`src/inc/gated_timer_map.vh`:
```
// Constants for the gated sixteen bit timer
`ifndef GATED_TIMER_MAP_VH
`define GATED_TIMER_MAP_VH
`define CSEL_INSTR    2'b00
`define CSEL_SYSCLK   2'b01
`define CSEL_EXTPIN   2'b10
`define CSEL_TEMPOSC  2'b11
`define INSTR_DIV_MAX 2'h3
`define COUNT_ZERO    16'h0000
`define COUNT_ONES    16'hffff
`define PRESC_ZERO    3'h0
`define PRESC_DIV1    2'h0
`define PRESC_DIV2    2'h1
`define PRESC_DIV4    2'h2
`define PRESC_MASK2   3'h1
`define PRESC_MASK4   3'h3
`define PRESC_MASK8   3'h7
`define SYNC_STAGES   3
`endif

```
`src/core/gated_sixteen_bit_timer.v`:
```
// Gated sixteen bit timer with selectable count source
// Operation
// RQ1: Sixteen-bit counter, byte writes replace live value
// RQ2: Internal source advances once per instruction cycle
// RQ3: Run off stops; gate enable qualifies counting
// RQ4: Select 11 osc, 10 pin, 01 sys, 00 instr
// RQ5: External source counts rising edges of pin
// RQ6: Falling edge required before first counted rise
// RQ7: Selecting oscillator forces it on, also asleep
// RQ8: Prescale divides by one, two, four, eight
// RQ9: Prescaler hidden, cleared on counter byte write
// RQ10: Sync bypass bit skips input synchronization; code keeps the synchronizer, bypass only permits counting asleep
// RQ11: Async external counting continues asleep, wakes
// RQ12: Byte reads stay coherent in async mode
// RQ13: Software stops counter before async writes
// RQ14: Mode switch may lose or gain one count
// RQ15: Gated counting holds while gate inactive
// RQ16: Gate polarity selects active gate level
// RQ17: Rollover to zero sets sticky overflow flag
// RQ18: Sync mode uses multi-stage input synchronizer
`timescale 1ns/1ps
`include "gated_timer_map.vh"
module gated_sixteen_bit_timer (
  // Clock and reset
  input  wire        sys_clk,
  input  wire        rst_n,
  // Control bits
  input  wire        run_bit,
  input  wire        gate_enable_bit,
  input  wire        gate_polarity_bit,
  input  wire [1:0]  clock_select_field,
  input  wire [1:0]  prescale_select_field,
  input  wire        sync_bypass_bit,
  input  wire        sleep_mode,
  // Pins and oscillator
  input  wire        external_count_input,
  input  wire        gate_input,
  input  wire        low_freq_internal_osc,
  // Counter byte access
  input  wire        write_high_en,
  input  wire        write_low_en,
  input  wire [7:0]  write_data,
  output wire [7:0]  count_high_byte,
  output wire [7:0]  count_low_byte,
  // Status
  input  wire        overflow_clear,
  output wire        overflow_flag,
  output wire        wake_request,
  output wire        osc_force_on
);
  reg  [15:0] count_ff;
  reg  [15:0] nxt_count;
  reg         ovf_ff;
  reg  [1:0]  instr_div_ff;
  reg         ext_s1_ff;
  reg         ext_s2_ff;
  reg         ext_s3_ff;
  reg         osc_s1_ff;
  reg         osc_s2_ff;
  reg         osc_s3_ff;
  reg         gate_s1_ff;
  reg         gate_s2_ff;
  reg         armed_ff;
  reg         run_d_ff;
  reg         raw_tick;
  wire        byte_write;
  wire        gate_ok;
  wire        enable;
  wire        ext_rise;
  wire        ext_fall;
  wire        osc_rise;
  wire        ext_sel;
  wire        tick;
  wire        inc;
  wire        sleep_ok;

  assign byte_write = write_high_en | write_low_en;
  assign ext_sel    = clock_select_field == `CSEL_EXTPIN;

  // Two-stage synchronizers; count pin and oscillator also get an edge stage
  always @(posedge sys_clk or negedge rst_n) begin
    if (!rst_n) begin
      ext_s1_ff  <= 1'b0;
      ext_s2_ff  <= 1'b0;
      ext_s3_ff  <= 1'b0;
      osc_s1_ff  <= 1'b0;
      osc_s2_ff  <= 1'b0;
      osc_s3_ff  <= 1'b0;
      gate_s1_ff <= 1'b0;
      gate_s2_ff <= 1'b0;
    end else begin
      ext_s1_ff  <= external_count_input; // [RQ18]
      ext_s2_ff  <= ext_s1_ff;
      ext_s3_ff  <= ext_s2_ff;
      osc_s1_ff  <= low_freq_internal_osc;
      osc_s2_ff  <= osc_s1_ff;
      osc_s3_ff  <= osc_s2_ff;
      gate_s1_ff <= gate_input;
      gate_s2_ff <= gate_s1_ff;
    end
  end

  assign ext_rise = ext_s2_ff & ~ext_s3_ff; // [RQ5]
  assign ext_fall = ~ext_s2_ff & ext_s3_ff;
  assign osc_rise = osc_s2_ff & ~osc_s3_ff;

  // Oscillator kept on while selected, sleep included
  assign osc_force_on = clock_select_field == `CSEL_TEMPOSC; // [RQ7]

  // Gate active at the level that polarity names
  assign gate_ok = (gate_s2_ff == gate_polarity_bit); // [RQ16]
  assign enable  = run_bit & (~gate_enable_bit | gate_ok); // [RQ3] [RQ15]

  // Instruction clock divider, sys clock by four
  always @(posedge sys_clk or negedge rst_n) begin
    if (!rst_n) begin
      instr_div_ff <= 2'h0;
    end else begin
      instr_div_ff <= instr_div_ff + 2'h1;
    end
  end

  // Falling edge arming for counter mode
  always @(posedge sys_clk or negedge rst_n) begin
    if (!rst_n) begin
      armed_ff <= 1'b0;
      run_d_ff <= 1'b0;
    end else begin
      run_d_ff <= run_bit;
      if (byte_write || !run_bit || (run_bit && !run_d_ff)) begin
        armed_ff <= 1'b0; // [RQ6]
      end else if (ext_fall) begin
        armed_ff <= 1'b1; // [RQ6]
      end
    end
  end

  // Source select; bypass and sync both use the sampled pin edge,
  // so a mode switch can shift at most one count
  always @* begin
    case (clock_select_field)
      `CSEL_INSTR:   raw_tick = instr_div_ff == `INSTR_DIV_MAX; // [RQ2] [RQ4]
      `CSEL_SYSCLK:  raw_tick = 1'b1; // [RQ4]
      `CSEL_EXTPIN:  raw_tick = ext_rise & armed_ff; // [RQ5] [RQ10] [RQ14]
      `CSEL_TEMPOSC: raw_tick = osc_rise; // [RQ4]
      default:       raw_tick = 1'b0;
    endcase
  end

  // Only async external or oscillator source runs in sleep
  assign sleep_ok = ~sleep_mode | (ext_sel & sync_bypass_bit) |
                    osc_force_on; // [RQ11]

  count_prescaler u_prescaler (
    .sys_clk               (sys_clk),
    .rst_n                 (rst_n),
    .clear                 (byte_write),
    .prescale_select_field (prescale_select_field),
    .tick_in               (raw_tick & enable & sleep_ok),
    .tick_out              (tick)
  );

  assign inc = tick & ~byte_write; // [RQ13]

  always @* begin
    nxt_count = count_ff;
    if (inc) begin
      nxt_count = count_ff + 16'h0001; // [RQ1] [RQ17]
    end
    if (write_high_en) begin
      nxt_count[15:8] = write_data; // [RQ1]
    end
    if (write_low_en) begin
      nxt_count[7:0] = write_data; // [RQ1]
    end
  end

  always @(posedge sys_clk or negedge rst_n) begin
    if (!rst_n) begin
      count_ff <= `COUNT_ZERO;
      ovf_ff   <= 1'b0;
    end else begin
      count_ff <= nxt_count;
      if (inc && count_ff == `COUNT_ONES) begin
        ovf_ff <= 1'b1; // [RQ17]
      end else if (overflow_clear) begin
        ovf_ff <= 1'b0;
      end
    end
  end

  // Reads come from one clock domain register, always coherent
  assign count_high_byte = count_ff[15:8]; // [RQ12]
  assign count_low_byte  = count_ff[7:0]; // [RQ12]
  assign overflow_flag   = ovf_ff;
  assign wake_request    = ovf_ff & sleep_mode; // [RQ11]
endmodule // gated_sixteen_bit_timer

```
`src/core/count_prescaler.v`:
```
// Prescaler dividing count ticks by 1, 2, 4 or 8
`timescale 1ns/1ps
`include "gated_timer_map.vh"
module count_prescaler (
  // Clock and reset
  input  wire       sys_clk,
  input  wire       rst_n,
  // Control
  input  wire       clear,
  input  wire [1:0] prescale_select_field,
  // Ticks
  input  wire       tick_in,
  output wire       tick_out
);
  reg  [2:0] presc_ff;
  reg  [2:0] mask;

  always @* begin
    case (prescale_select_field)
      `PRESC_DIV1: mask = `PRESC_ZERO;
      `PRESC_DIV2: mask = `PRESC_MASK2;
      `PRESC_DIV4: mask = `PRESC_MASK4;
      default:     mask = `PRESC_MASK8;
    endcase
  end

  // Pass a tick when the low bits of the hidden counter are all set
  assign tick_out = tick_in && ((presc_ff & mask) == mask); // [RQ8]

  // Hidden counter, cleared by a counter byte write
  always @(posedge sys_clk or negedge rst_n) begin
    if (!rst_n) begin
      presc_ff <= `PRESC_ZERO;
    end else if (clear) begin
      presc_ff <= `PRESC_ZERO; // [RQ9]
    end else if (tick_in) begin
      presc_ff <= (presc_ff & mask) == mask ? `PRESC_ZERO : presc_ff + 3'h1;
    end
  end
endmodule // count_prescaler

```
`config.mk`:
```
export PLATFORM = sky130hd
export DESIGN_NAME = gated_sixteen_bit_timer
export DESIGN_NICKNAME = d
export VERILOG_FILES = /design/src/core/gated_sixteen_bit_timer.v /design/src/core/count_prescaler.v
export VERILOG_INCLUDE_DIRS = /design/src /design/src/inc
export SDC_FILE = /design/constraint.sdc
export NUM_CORES = 1
export LEC_CHECK = 0
export BUFFER_PORTS_ARGS = -buffer_cell sky130_fd_sc_hd__buf_4
export CORE_ASPECT_RATIO = 0.7
export CORE_MARGIN = 10
export CORE_UTILIZATION = 52
export CTS_CLUSTER_SIZE = 40
export DETAILED_ROUTE_END_ITERATION = 8
export GPL_TIMING_DRIVEN = 0
export PLACE_DENSITY = 0.85
export REMOVE_ABC_BUFFERS = 1
export SETUP_SLACK_MARGIN = 0.15
export SLEW_MARGIN = 10
export SYNTH_ARGS = -nofsm -noshare
export SYNTH_HDL_FRONTEND = slang
export SYNTH_HIERARCHICAL = 1
export SYNTH_SLANG_ARGS = --single-unit
```
`constraint.sdc`:
```
create_clock -name sys_clk -period 3.9 [get_ports sys_clk]
set_clock_uncertainty 0.2 [all_clocks]
set_input_delay 0.585 -clock sys_clk [delete_from_list [all_inputs] [get_ports sys_clk]]
set_output_delay 0.585 -clock sys_clk [all_outputs]
set_load 0.01 [all_outputs]
```
==> reports/summary.json, run 1 <==
{
  "routing": {
    "post_route_m1_wl_mm": 1.79,
    "wl_mm": 4.21,
    "firstDrtPassIters": 4,
    "viasPerCell": 5.75,
    "detail_route.iter0.violations": 172,
    "wl_per_cell_um": 17.5,
    "wl_met2_mm": 1.99,
    "vias": 1385,
    "post-route-drc-count": 0,
    "ant_nets": 0,
    "routed_met3_length_um": 314,
    "dr.max_layer_used": "met4"
  },
  "global_route": {
    "grt_start_max_net_pins": 33,
    "gr-total-overflow": 0,
    "first_global_vias": 1385,
    "grt_antenna_before_repair": 0,
    "gr-usage-all-layers": 0.149,
    "first_pass_grt_wire_length_mm": 6.91
  },
  "synthesis": {
    "synth_top_cells_by_area": "sky130_fd_sc_hd__dfrtp_1, sky130_fd_sc_hd__nand2_1, sky130_fd_sc_hd__o21ai_0",
    "yosysWarnings": 6,
    "yosysSeqAreaShare": 0.490,
    "post_synthesis_cells": 161,
    "synth-edff-count": 0,
    "synth_top_area_frac": 0.490,
    "synthArstFlopShare": 1.00,
    "ys_dominant_reg_cell": "sky130_fd_sc_hd__dfrtp_1",
    "post_synth_instance_area_um2": 1630,
    "synth.avg_cell_area_um2": 10.1,
    "synth.lib_cells_used.distinct": 45,
    "postSynthRegisterBits": 32,
    "top_cell_type_by_total_area_after_synthesis": "sky130_fd_sc_hd__dfrtp_1"
  },
  "power_and_ir_drop": {
    "clkPwrFrac": 0.354,
    "seq_power_share": 0.497,
    "power.density_nw_per_um2": 370,
    "switching_share": 0.253,
    "p_int_uw": 567,
    "combinationalPowerShare": 0.149,
    "worst_ir_drop_on_vdd_mv": 0.311,
    "power.net_switching_uw": 192,
    "leakagePower_nw": 0.915
  },
  "clocking": {
    "cts_max_level": 2,
    "postCtsHoldBufs": 0,
    "clock_tree.buffer_depth": 2,
    "clock_tree_from_tritoncts": "yes",
    "cts_num_sinks": 32,
    "cts_root_buf": "sky130_fd_sc_hd__clkbuf_8",
    "postCtsSetupBuffers": 0,
    "numCtsBuffers": 5,
    "clk_pin_slew_worst_paths_ps": 60,
    "clock_insertion_delay_at_the_later_pin_of_the_skew_report_ps": 280,
    "cts_resized": 0
  },
  "die": {
    "floorplan.core_area_um2": 2900,
    "dieWidth_um": 87.0,
    "placementRows": 16,
    "io_pins": 44,
    "initial_utilization": 0.563,
    "fp.dieArea_um2": 5820,
    "die_height_um": 66.9
  },
  "run": {
    "max_cap_viol_count": 0
  },
  "layout": {
    "reg_top3": "count_ff: 16 flops, u_prescaler/presc_ff: 3 flops, instr_div_ff: 2 flops",
    "num-fill-cells": 208,
    "largest_register_ffs": 16,
    "final_net_count": 233,
    "most-common-layout-cells": "sky130_fd_sc_hd__buf_4, sky130_fd_sc_hd__dfrtp_1, sky130_fd_sc_hd__nand2_1",
    "final_layout_size_suffix_gt1_frac": 0.298,
    "layout_commonest_cell": "sky130_fd_sc_hd__buf_4",
    "instances_no_fill": 241,
    "antenna_diode_instance_count": 0,
    "top_register": "count_ff",
    "syn2layout_area_growth_pct": 25.9
  },
  "place": {
    "placement.io_buffers": 43,
    "numPlacedInstances": 234,
    "placement.setup.worst_slack_ps": 84.7,
    "gp_congestion": 0.832,
    "dpl.hpwl_mm": 3.24
  },
  "worst_setup_path": {
    "cp_data_arrival_time_ps": 3500,
    "worst_setup_path_end_kind": "flop",
    "cp.required_ps": 3860,
    "worstReg2RegStart": "ext_s2_ff",
    "critical_path_class": "in -> reg",
    "r2r_slack_ps": 410,
    "critPathMaxFanout": 7,
    "rr_worst_depth": 9,
    "critPathLaunchType": "input pin",
    "r2r_end": "count_ff[15]"
  },
  "min_path": {
    "holdCritPathClass": "in -> async"
  },
  "sta": {
    "achievable-frequency_mhz": 283,
    "total_count_of_hold_check_failures_in_the_final_report": 0,
    "max_slew.worst_pin.slew_ps": 557,
    "report.final.slew_viol_count": 0,
    "period_share": 0.908,
    "fin_setup_tns_ps": 0,
    "grt_setup_unrepaired": "false",
    "finalCriticalPeriod_ps": 3540,
    "setup_ws_ps": 361,
    "setup-violations-final": 0,
    "timing.max_slew.rel_slack": 0.628
  },
  "status": {
    "run_status": "finished clean"
  }
}
==> routing by layer <==
metal	GRT usage	up-vias
met2	0.234	51
met4	0.0585	0
li1	-	674
met5	0	-
met3	0.0535	11
met1	0.183	649
==> cell type report <==
| class | instances | area, um^2 | share of cell area |
|---|---|---|---|
| clock buffers | 7 | 96.3 | 0.0469 |
| inverters | 9 | 33.8 | 0.0164 |
| multi-input cells | 114 | 757 | 0.368 |
| well taps | 36 | 45.0 | 0.0219 |
| repair buffers | 43 | 323 | 0.157 |
| flip-flops and latches | 32 | 801 | 0.390 |
==> power groups by stage <==
| stage | sequential (mW) | clock, mW | combinational [mW] |
|---|---|---|---|
| 2_1_floorplan | 0.385 | 0 | 0.0396 |
| 3_3_place_gp | 0.380 | 0 | 0.111 |
| 3_5_place_dp | 0.383 | 0 | 0.115 |
| 4_1_cts | 0.377 | 0.274 | 0.115 |
| 5_1_grt | 0.380 | 0.291 | 0.126 |
| 6_report | 0.377 | 0.269 | 0.113 |
==> per-stage QoR <==
stage          instance area [um^2]   util  power (mW)  hold WS (ps)
2_1_floorplan                  1590      -       0.424          89.4
3_3_place_gp                   1960  0.675       0.492           134
3_5_place_dp                   1960  0.675       0.497           136
4_1_cts                        2060  0.708       0.766          40.2
5_1_grt                        2060  0.708       0.797          62.6
6_report                       2060  0.708       0.760          35.2
==> cell families after synthesis <==
| logic type | share of synthesized area |
|---|---|
| simple gates | 0.234 |
| compound gates | 0.150 |
| flops | 0.490 |
| buf+inv | 0.0460 |
| xor+xnor | 0.0429 |
| fa+ha+maj | 0.0230 |
| mux | 0.0138 |
==> synth_stat cells (all sizes together), types with 4 or more instances <==
cell,n
dfrtp,32
nand2,21
o21ai,11
inv,9
nor4,7
nor2,5
o211ai,5
a221o,4
nand2b,4
nand3,4
xnor2,4
xor2,4
==> how the worst max path moves through the flow <==
stage                    to  cells after the start                   from
2_1_floorplan  count_ff[15]                      8  clock_select_field[0]
3_3_place_gp   count_ff[15]                      9  clock_select_field[0]
3_5_place_dp   count_ff[15]                      9  clock_select_field[0]
4_1_cts        count_ff[15]                      9  clock_select_field[0]
5_1_grt        count_ff[15]                      9  clock_select_field[0]
6_report       count_ff[15]                      9  clock_select_field[0]
==> worst max-delay path, cell delays in order <==
cell and delay, ps:
sky130_fd_sc_hd__buf_4 120, sky130_fd_sc_hd__o41ai_1 350, sky130_fd_sc_hd__o21ai_0 140, sky130_fd_sc_hd__a21oi_1 470
sky130_fd_sc_hd__and3_2 370, sky130_fd_sc_hd__or2b_2 340, sky130_fd_sc_hd__or4_4 430, sky130_fd_sc_hd__or3_1 380
sky130_fd_sc_hd__a221o_1 300
Power figures use the tool's default switching activity.
==> run 2, diff against run 1 <==
--- a/config.mk
+++ b/config.mk
@@ -7,7 +7,7 @@
 export NUM_CORES = 1
 export LEC_CHECK = 0
 export BUFFER_PORTS_ARGS = -buffer_cell sky130_fd_sc_hd__buf_4
-export CORE_ASPECT_RATIO = 0.7
+export CORE_ASPECT_RATIO = 0.9
 export CORE_MARGIN = 10
 export CORE_UTILIZATION = 52
 export CTS_CLUSTER_SIZE = 40
@@ -16,6 +16,7 @@
 export PLACE_DENSITY = 0.85
 export REMOVE_ABC_BUFFERS = 1
 export SETUP_SLACK_MARGIN = 0.15
+export SKIP_CTS_REPAIR_TIMING = 1
 export SLEW_MARGIN = 10
 export SYNTH_ARGS = -nofsm -noshare
 export SYNTH_HDL_FRONTEND = slang
==> run 2 against run 1 <==
Critical path depth is the same. Utilization fell by 3.8 points. Design area shrank 0.85%. Count of clock-buffer cells in the layout fell by 2. Power decreased by 9.4%. Flip-flop and latch count stayed put. First-iteration DRC count fell by 33%. Wire length hardly changed. Register-to-register slack got worse by 90 ps.
==> reports/summary.json, run 2 (synthesis gave the netlist of run 1 again) <==
{
  "status": {
    "run_status": "finished clean"
  },
  "layout": {
    "final_layout_size_suffix_gt1_frac": 0.300,
    "num-fill-cells": 250,
    "syn2layout_area_growth_pct": 24.8,
    "reg_top3": "count_ff: 16 flops, u_prescaler/presc_ff: 3 flops, instr_div_ff: 2 flops",
    "most-common-layout-cells": "sky130_fd_sc_hd__buf_4, sky130_fd_sc_hd__dfrtp_1, sky130_fd_sc_hd__nand2_1",
    "antenna_diode_instance_count": 0,
    "top_register": "count_ff",
    "utilization": 0.670,
    "layout_commonest_cell": "sky130_fd_sc_hd__buf_4",
    "largest_register_ffs": 16,
    "final_net_count": 234
  },
  "routing": {
    "viasPerCell": 5.67,
    "firstDrtPassIters": 4,
    "post_route_m1_wl_mm": 1.67,
    "wl_mm": 4.21,
    "post-route-drc-count": 0,
    "dr.max_layer_used": "met4",
    "wl_per_cell_um": 16.9,
    "ant_nets": 0,
    "wl_met2_mm": 2.20,
    "vias": 1413,
    "detail_route.iter0.violations": 116,
    "routed_met3_length_um": 291
  },
  "die": {
    "initial_utilization": 0.537,
    "io_pins": 44,
    "die_height_um": 73.2,
    "placementRows": 19,
    "fp.dieArea_um2": 5780,
    "floorplan.core_area_um2": 3040,
    "dieWidth_um": 79.1
  },
  "sta": {
    "period_share": 0.918,
    "worst_hold_slack_ps": 142,
    "setup-violations-final": 0,
    "report.final.slew_viol_count": 0,
    "total_count_of_hold_check_failures_in_the_final_report": 0,
    "achievable-frequency_mhz": 279,
    "fin_setup_tns_ps": 0,
    "max_slew.worst_pin.slew_ps": 528,
    "finalCriticalPeriod_ps": 3580,
    "timing.max_slew.rel_slack": 0.647,
    "grt_setup_unrepaired": "false"
  },
  "global_route": {
    "grt_antenna_before_repair": 0,
    "gr-usage-all-layers": 0.153,
    "grt_start_max_net_pins": 33,
    "first_pass_grt_wire_length_mm": 7.01,
    "first_global_vias": 1476,
    "gr-total-overflow": 0
  },
  "power_and_ir_drop": {
    "leakagePower_nw": 0.896,
    "power.density_nw_per_um2": 338,
    "worst_ir_drop_on_vdd_mv": 0.226
  },
  "min_path": {
    "hold_path_startpoint": "low_freq_internal_osc",
    "holdCritPathClass": "in -> reg"
  },
  "worst_setup_path": {
    "critical_path.top_delay_family": "simple AND/OR/NAND/NOR gates",
    "cp.required_ps": 3920,
    "worst_setup_path_end_kind": "flop",
    "crit_path_cell_trace": "inv_1 > o41ai_1 > o21ai_0 > a21oi_1 > and3_2 > or2b_2 > or4_4 > or3_1 > a221o_1",
    "critPathMaxFanout": 7,
    "worstSetupStartpoint": "ext_s2_ff",
    "timing.critical_path.slowest_cell_delay_ps": 450,
    "path_buf_inv": 1,
    "critical_path_class": "reg -> reg",
    "worstReg2RegStart": "ext_s2_ff",
    "critPathLaunchType": "flop",
    "critical-path-slowest-cell": "sky130_fd_sc_hd__a21oi_1",
    "cp_data_arrival_time_ps": 3600
  },
  "clocking": {
    "clock_tree_from_tritoncts": "yes",
    "cts_root_buf": "sky130_fd_sc_hd__clkbuf_4",
    "cts_max_level": 2,
    "clock_tree.buffer_depth": 2,
    "numCtsBuffers": 5,
    "cts_num_sinks": 32,
    "clock_insertion_delay_at_the_later_pin_of_the_skew_report_ps": 340,
    "clk_pin_slew_worst_paths_ps": 110
  },
  "run": {
    "max_cap_viol_count": 0
  },
  "place": {
    "dpl.hpwl_mm": 3.20,
    "placement.io_buffers": 43,
    "gp_congestion": 0.833
  }
}
run 2: where the power goes:
group	internal, mW	total [mW]	switching, mW
registers	0.352	0.377	0.0253
clock network	0.0708	0.196	0.125
logic	0.0588	0.115	0.0565
run 2: worst paths after layout:
check,slack (ps),depth (start not counted),to
hold reg to reg,160,0,gate_s2_ff
max in group asynchronous,2700,2,count_ff[10]
hold / removal,140,1,osc_s1_ff
setup / recovery,320,9,count_ff[15]
setup reg to reg,320,9,count_ff[15]
min in group asynchronous,500,2,ext_s2_ff
run 2: final cells by class:
type                            count  area, um^2  area share
Sequential cell                    32         801       0.393
Multi-Input combinational cell    114         757       0.371
Timing Repair Buffer               44         333       0.163
Inverter                            9        33.8      0.0166
Clock buffer                        5        37.5      0.0184
Clock inverter                      3        23.8      0.0117
Tap cell                           42        52.6      0.0258
run 2: metrics by stage:
step / area, um^2 / power, mW / instances / setup WS, ps
global route: 2040 / 0.725 / 249 / 158
detailed placement: 1970 / 0.498 / 240 / 61.3
global placement: 1970 / 0.491 / 240 / 203
floorplan: 1590 / 0.424 / 155 / 560
finish: 2040 / 0.688 / 249 / 319
CTS: 2030 / 0.693 / 248 / 358
run 2: per-layer routing:
metal	up-vias	GRT usage
met2	41	0.270
met5	-	0
met3	6	0.0653
met1	690	0.167
li1	676	-
met4	0	0.0358
==> run 3, diff against run 2 <==
--- a/config.mk
+++ b/config.mk
@@ -17,8 +17,6 @@
 export REMOVE_ABC_BUFFERS = 1
 export SETUP_SLACK_MARGIN = 0.15
 export SKIP_CTS_REPAIR_TIMING = 1
-export SLEW_MARGIN = 10
 export SYNTH_ARGS = -nofsm -noshare
 export SYNTH_HDL_FRONTEND = slang
-export SYNTH_HIERARCHICAL = 1
 export SYNTH_SLANG_ARGS = --single-unit
==> run 3 against run 2 <==
Synthesized area unchanged. First-iteration DRC count is 22% lower. Wire length fell by 1.9%. Critical path depth down 3. Power up 0.91%. Largest power group unchanged.
==> reports/summary.json, run 3 <==
{
  "layout": {
    "final_design_area_no_fill_um2": 2050,
    "layout_commonest_cell": "sky130_fd_sc_hd__buf_4",
    "antenna_diode_instance_count": 0,
    "most-common-layout-cells": "sky130_fd_sc_hd__buf_4, sky130_fd_sc_hd__dfrtp_1, sky130_fd_sc_hd__nand2_1",
    "top_register": "count_ff",
    "final_net_count": 237,
    "reg_top3": "count_ff: 16 flops, u_prescaler.presc_ff: 3 flops, instr_div_ff: 2 flops",
    "syn2layout_area_growth_pct": 25.3,
    "final_layout_size_suffix_gt1_frac": 0.267,
    "instances_no_fill": 252,
    "largest_register_ffs": 16
  },
  "clocking": {
    "clock_tree.buffer_depth": 2,
    "cts_num_sinks": 32,
    "cts_root_buf": "sky130_fd_sc_hd__clkbuf_4",
    "clock_insertion_delay_at_the_later_pin_of_the_skew_report_ps": 350,
    "cts_max_level": 2,
    "clock_tree_from_tritoncts": "yes",
    "numCtsBuffers": 5,
    "clk_pin_slew_worst_paths_ps": 110
  },
  "sta": {
    "max_slew.worst_pin.slew_ps": 872,
    "grt_setup_unrepaired": "false",
    "timing.max_slew.rel_slack": 0.416,
    "setup-violations-final": 0,
    "achievable-frequency_mhz": 407,
    "worst_hold_slack_ps": 140,
    "finalCriticalPeriod_ps": 2460,
    "fin_setup_tns_ps": 0,
    "period_share": 0.630,
    "total_count_of_hold_check_failures_in_the_final_report": 0,
    "report.final.slew_viol_count": 0,
    "setup_ws_ps": 1440
  },
  "synthesis": {
    "synth-edff-count": 0,
    "top_cell_type_by_total_area_after_synthesis": "sky130_fd_sc_hd__dfrtp_1",
    "yosysSeqAreaShare": 0.490,
    "post_synthesis_cells": 165,
    "synthMostInstantiatedCell": "sky130_fd_sc_hd__dfrtp_1",
    "post_synth_most_frequent_cells": "sky130_fd_sc_hd__dfrtp_1, sky130_fd_sc_hd__nand2_1, sky130_fd_sc_hd__nand3_1",
    "synth.lib_cells_used.distinct": 40,
    "synth_top_cells_by_area": "sky130_fd_sc_hd__dfrtp_1, sky130_fd_sc_hd__nand3_1, sky130_fd_sc_hd__nand2_1",
    "postSynthRegisterBits": 32,
    "yosysWarnings": 0,
    "post_synth_instance_area_um2": 1630,
    "synth.avg_cell_area_um2": 9.90,
    "synth_top_area_frac": 0.490,
    "synthArstFlopShare": 1.00,
    "ys_dominant_reg_cell": "sky130_fd_sc_hd__dfrtp_1"
  },
  "routing": {
    "vias": 1445,
    "wl_mm": 4.13,
    "ant_nets": 0,
    "post-route-drc-count": 0,
    "viasPerCell": 5.73,
    "detail_route.iter0.violations": 90,
    "firstDrtPassIters": 4,
    "wl_per_cell_um": 16.4
  },
  "worst_setup_path": {
    "rr_worst_depth": 6,
    "critPathMaxFanout": 11,
    "critical_path_class": "reg -> reg",
    "worst_setup_path_end_kind": "flop",
    "critPathLaunchType": "flop",
    "cp.required_ps": 3940,
    "cp_data_arrival_time_ps": 2500,
    "r2r_end": "count_ff[2]",
    "r2r_slack_ps": 1440,
    "worstReg2RegStart": "ext_s3_ff"
  },
  "global_route": {
    "first_global_vias": 1469,
    "gr-usage-all-layers": 0.148,
    "gr-total-overflow": 0,
    "grt_antenna_before_repair": 0,
    "first_pass_grt_wire_length_mm": 6.72,
    "grt_start_max_net_pins": 33
  },
  "die": {
    "die_height_um": 73.2,
    "floorplan.core_area_um2": 3040,
    "fp.dieArea_um2": 5780,
    "io_pins": 44,
    "dieWidth_um": 79.1,
    "initial_utilization": 0.537,
    "placementRows": 19
  },
  "power_and_ir_drop": {
    "power.density_nw_per_um2": 340,
    "worst_ir_drop_on_vdd_mv": 0.232,
    "leakagePower_nw": 0.901
  },
  "min_path": {
    "hold_path_startpoint": "gate_input",
    "whs_path_cells": 1,
    "holdPathEnd": "gate_s1_ff",
    "holdCritPathClass": "in -> reg"
  },
  "place": {
    "numPlacedInstances": 243,
    "placement.setup.worst_slack_ps": 693,
    "gp_congestion": 0.827,
    "dpl.hpwl_mm": 3.06,
    "placement.io_buffers": 43,
    "post_dp_cell_area_um2": 1960
  },
  "status": {
    "run_status": "finished clean"
  },
  "run": {
    "max_cap_viol_count": 0
  }
}
-- run 3: changes by cell type after synthesis, moves of 3 or more --
| cell | previous run | this run |
|---|---|---|
| sky130_fd_sc_hd__nand2b_1 | 4 | 0 |
| sky130_fd_sc_hd__nor2_1 | 5 | 2 |
| sky130_fd_sc_hd__a32oi_1 | 0 | 6 |
| sky130_fd_sc_hd__xor2_1 | 4 | 1 |
| sky130_fd_sc_hd__o21ai_0 | 10 | 5 |
| sky130_fd_sc_hd__nand3_1 | 4 | 19 |
| sky130_fd_sc_hd__nor4_1 | 7 | 0 |
| sky130_fd_sc_hd__nand2_1 | 20 | 23 |
| sky130_fd_sc_hd__or3_1 | 1 | 13 |
-- run 3: cells by family (layout without fill, tap and decap cells) --
logic type | after synthesis | count (layout) | synth area share
AND/OR/NAND/NOR | 83 | 83 | 0.277
adder cells (fa/ha/maj) | 3 | 3 | 0.0230
multiplexers | 2 | 2 | 0.0123
buffers and inverters | 14 | 59 | 0.0429
flip-flops | 32 | 32 | 0.490
AO/OA/AOI/OAI | 28 | 28 | 0.138
XOR/XNOR | 3 | 3 | 0.0161
-- run 3: worst max-delay path by stage --
stage | from | to | slack (ps) | cells past startpoint
after global placement | clock_select_field[1] | count_ff[2] | 800 | 7
after floorplan | clock_select_field[1] | count_ff[2] | 1310 | 6
after detailed placement | clock_select_field[1] | count_ff[2] | 690 | 7
after global routing | ext_s3_ff | count_ff[2] | 1280 | 6
final | ext_s3_ff | count_ff[2] | 1440 | 6
after CTS | ext_s3_ff | count_ff[2] | 930 | 6
-- run 3: critical path, stage by stage (launching register included) --
cell and delay, ps:
sky130_fd_sc_hd__dfrtp_1 390, sky130_fd_sc_hd__nand4b_1 180, sky130_fd_sc_hd__nor2_2 140, sky130_fd_sc_hd__o2111ai_4 210, sky130_fd_sc_hd__nor3_2 750, sky130_fd_sc_hd__mux2i_1 170
sky130_fd_sc_hd__a221o_1 320
-- run 3: area by class of cell --
cell class              count  area [um^2]
fillers                   257          997
flip-flops and latches     32          801
multi-input cells         119          767
repair buffers             44          333
well taps                  42         52.6
clock buffers               6         51.3
inverters                   7         26.3
clock inverters             2         15.0
-- run 3: through the flow --
step / util / power, mW
2_1_floorplan: - / 0.421
3_3_place_gp: 0.646 / 0.486
3_5_place_dp: 0.646 / 0.491
4_1_cts: 0.667 / 0.699
5_1_grt: 0.672 / 0.731
6_report: 0.672 / 0.695
-- run 3: per-layer routing --
| layer | track usage | wire length, um |
|---|---|---|
| met5 | 0 | 0 |
| met4 | 0.0736 | 91 |
| met3 | 0.0579 | 318 |
| met2 | 0.231 | 1990 |
| met1 | 0.173 | 1730 |
-- run 3: power by group --
| part | internal [mW] | switching, mW | total [mW] |
|---|---|---|---|
| Sequential | 0.352 | 0.0245 | 0.376 |
| Combinational | 0.0556 | 0.0534 | 0.109 |
| Clock | 0.0874 | 0.122 | 0.209 |
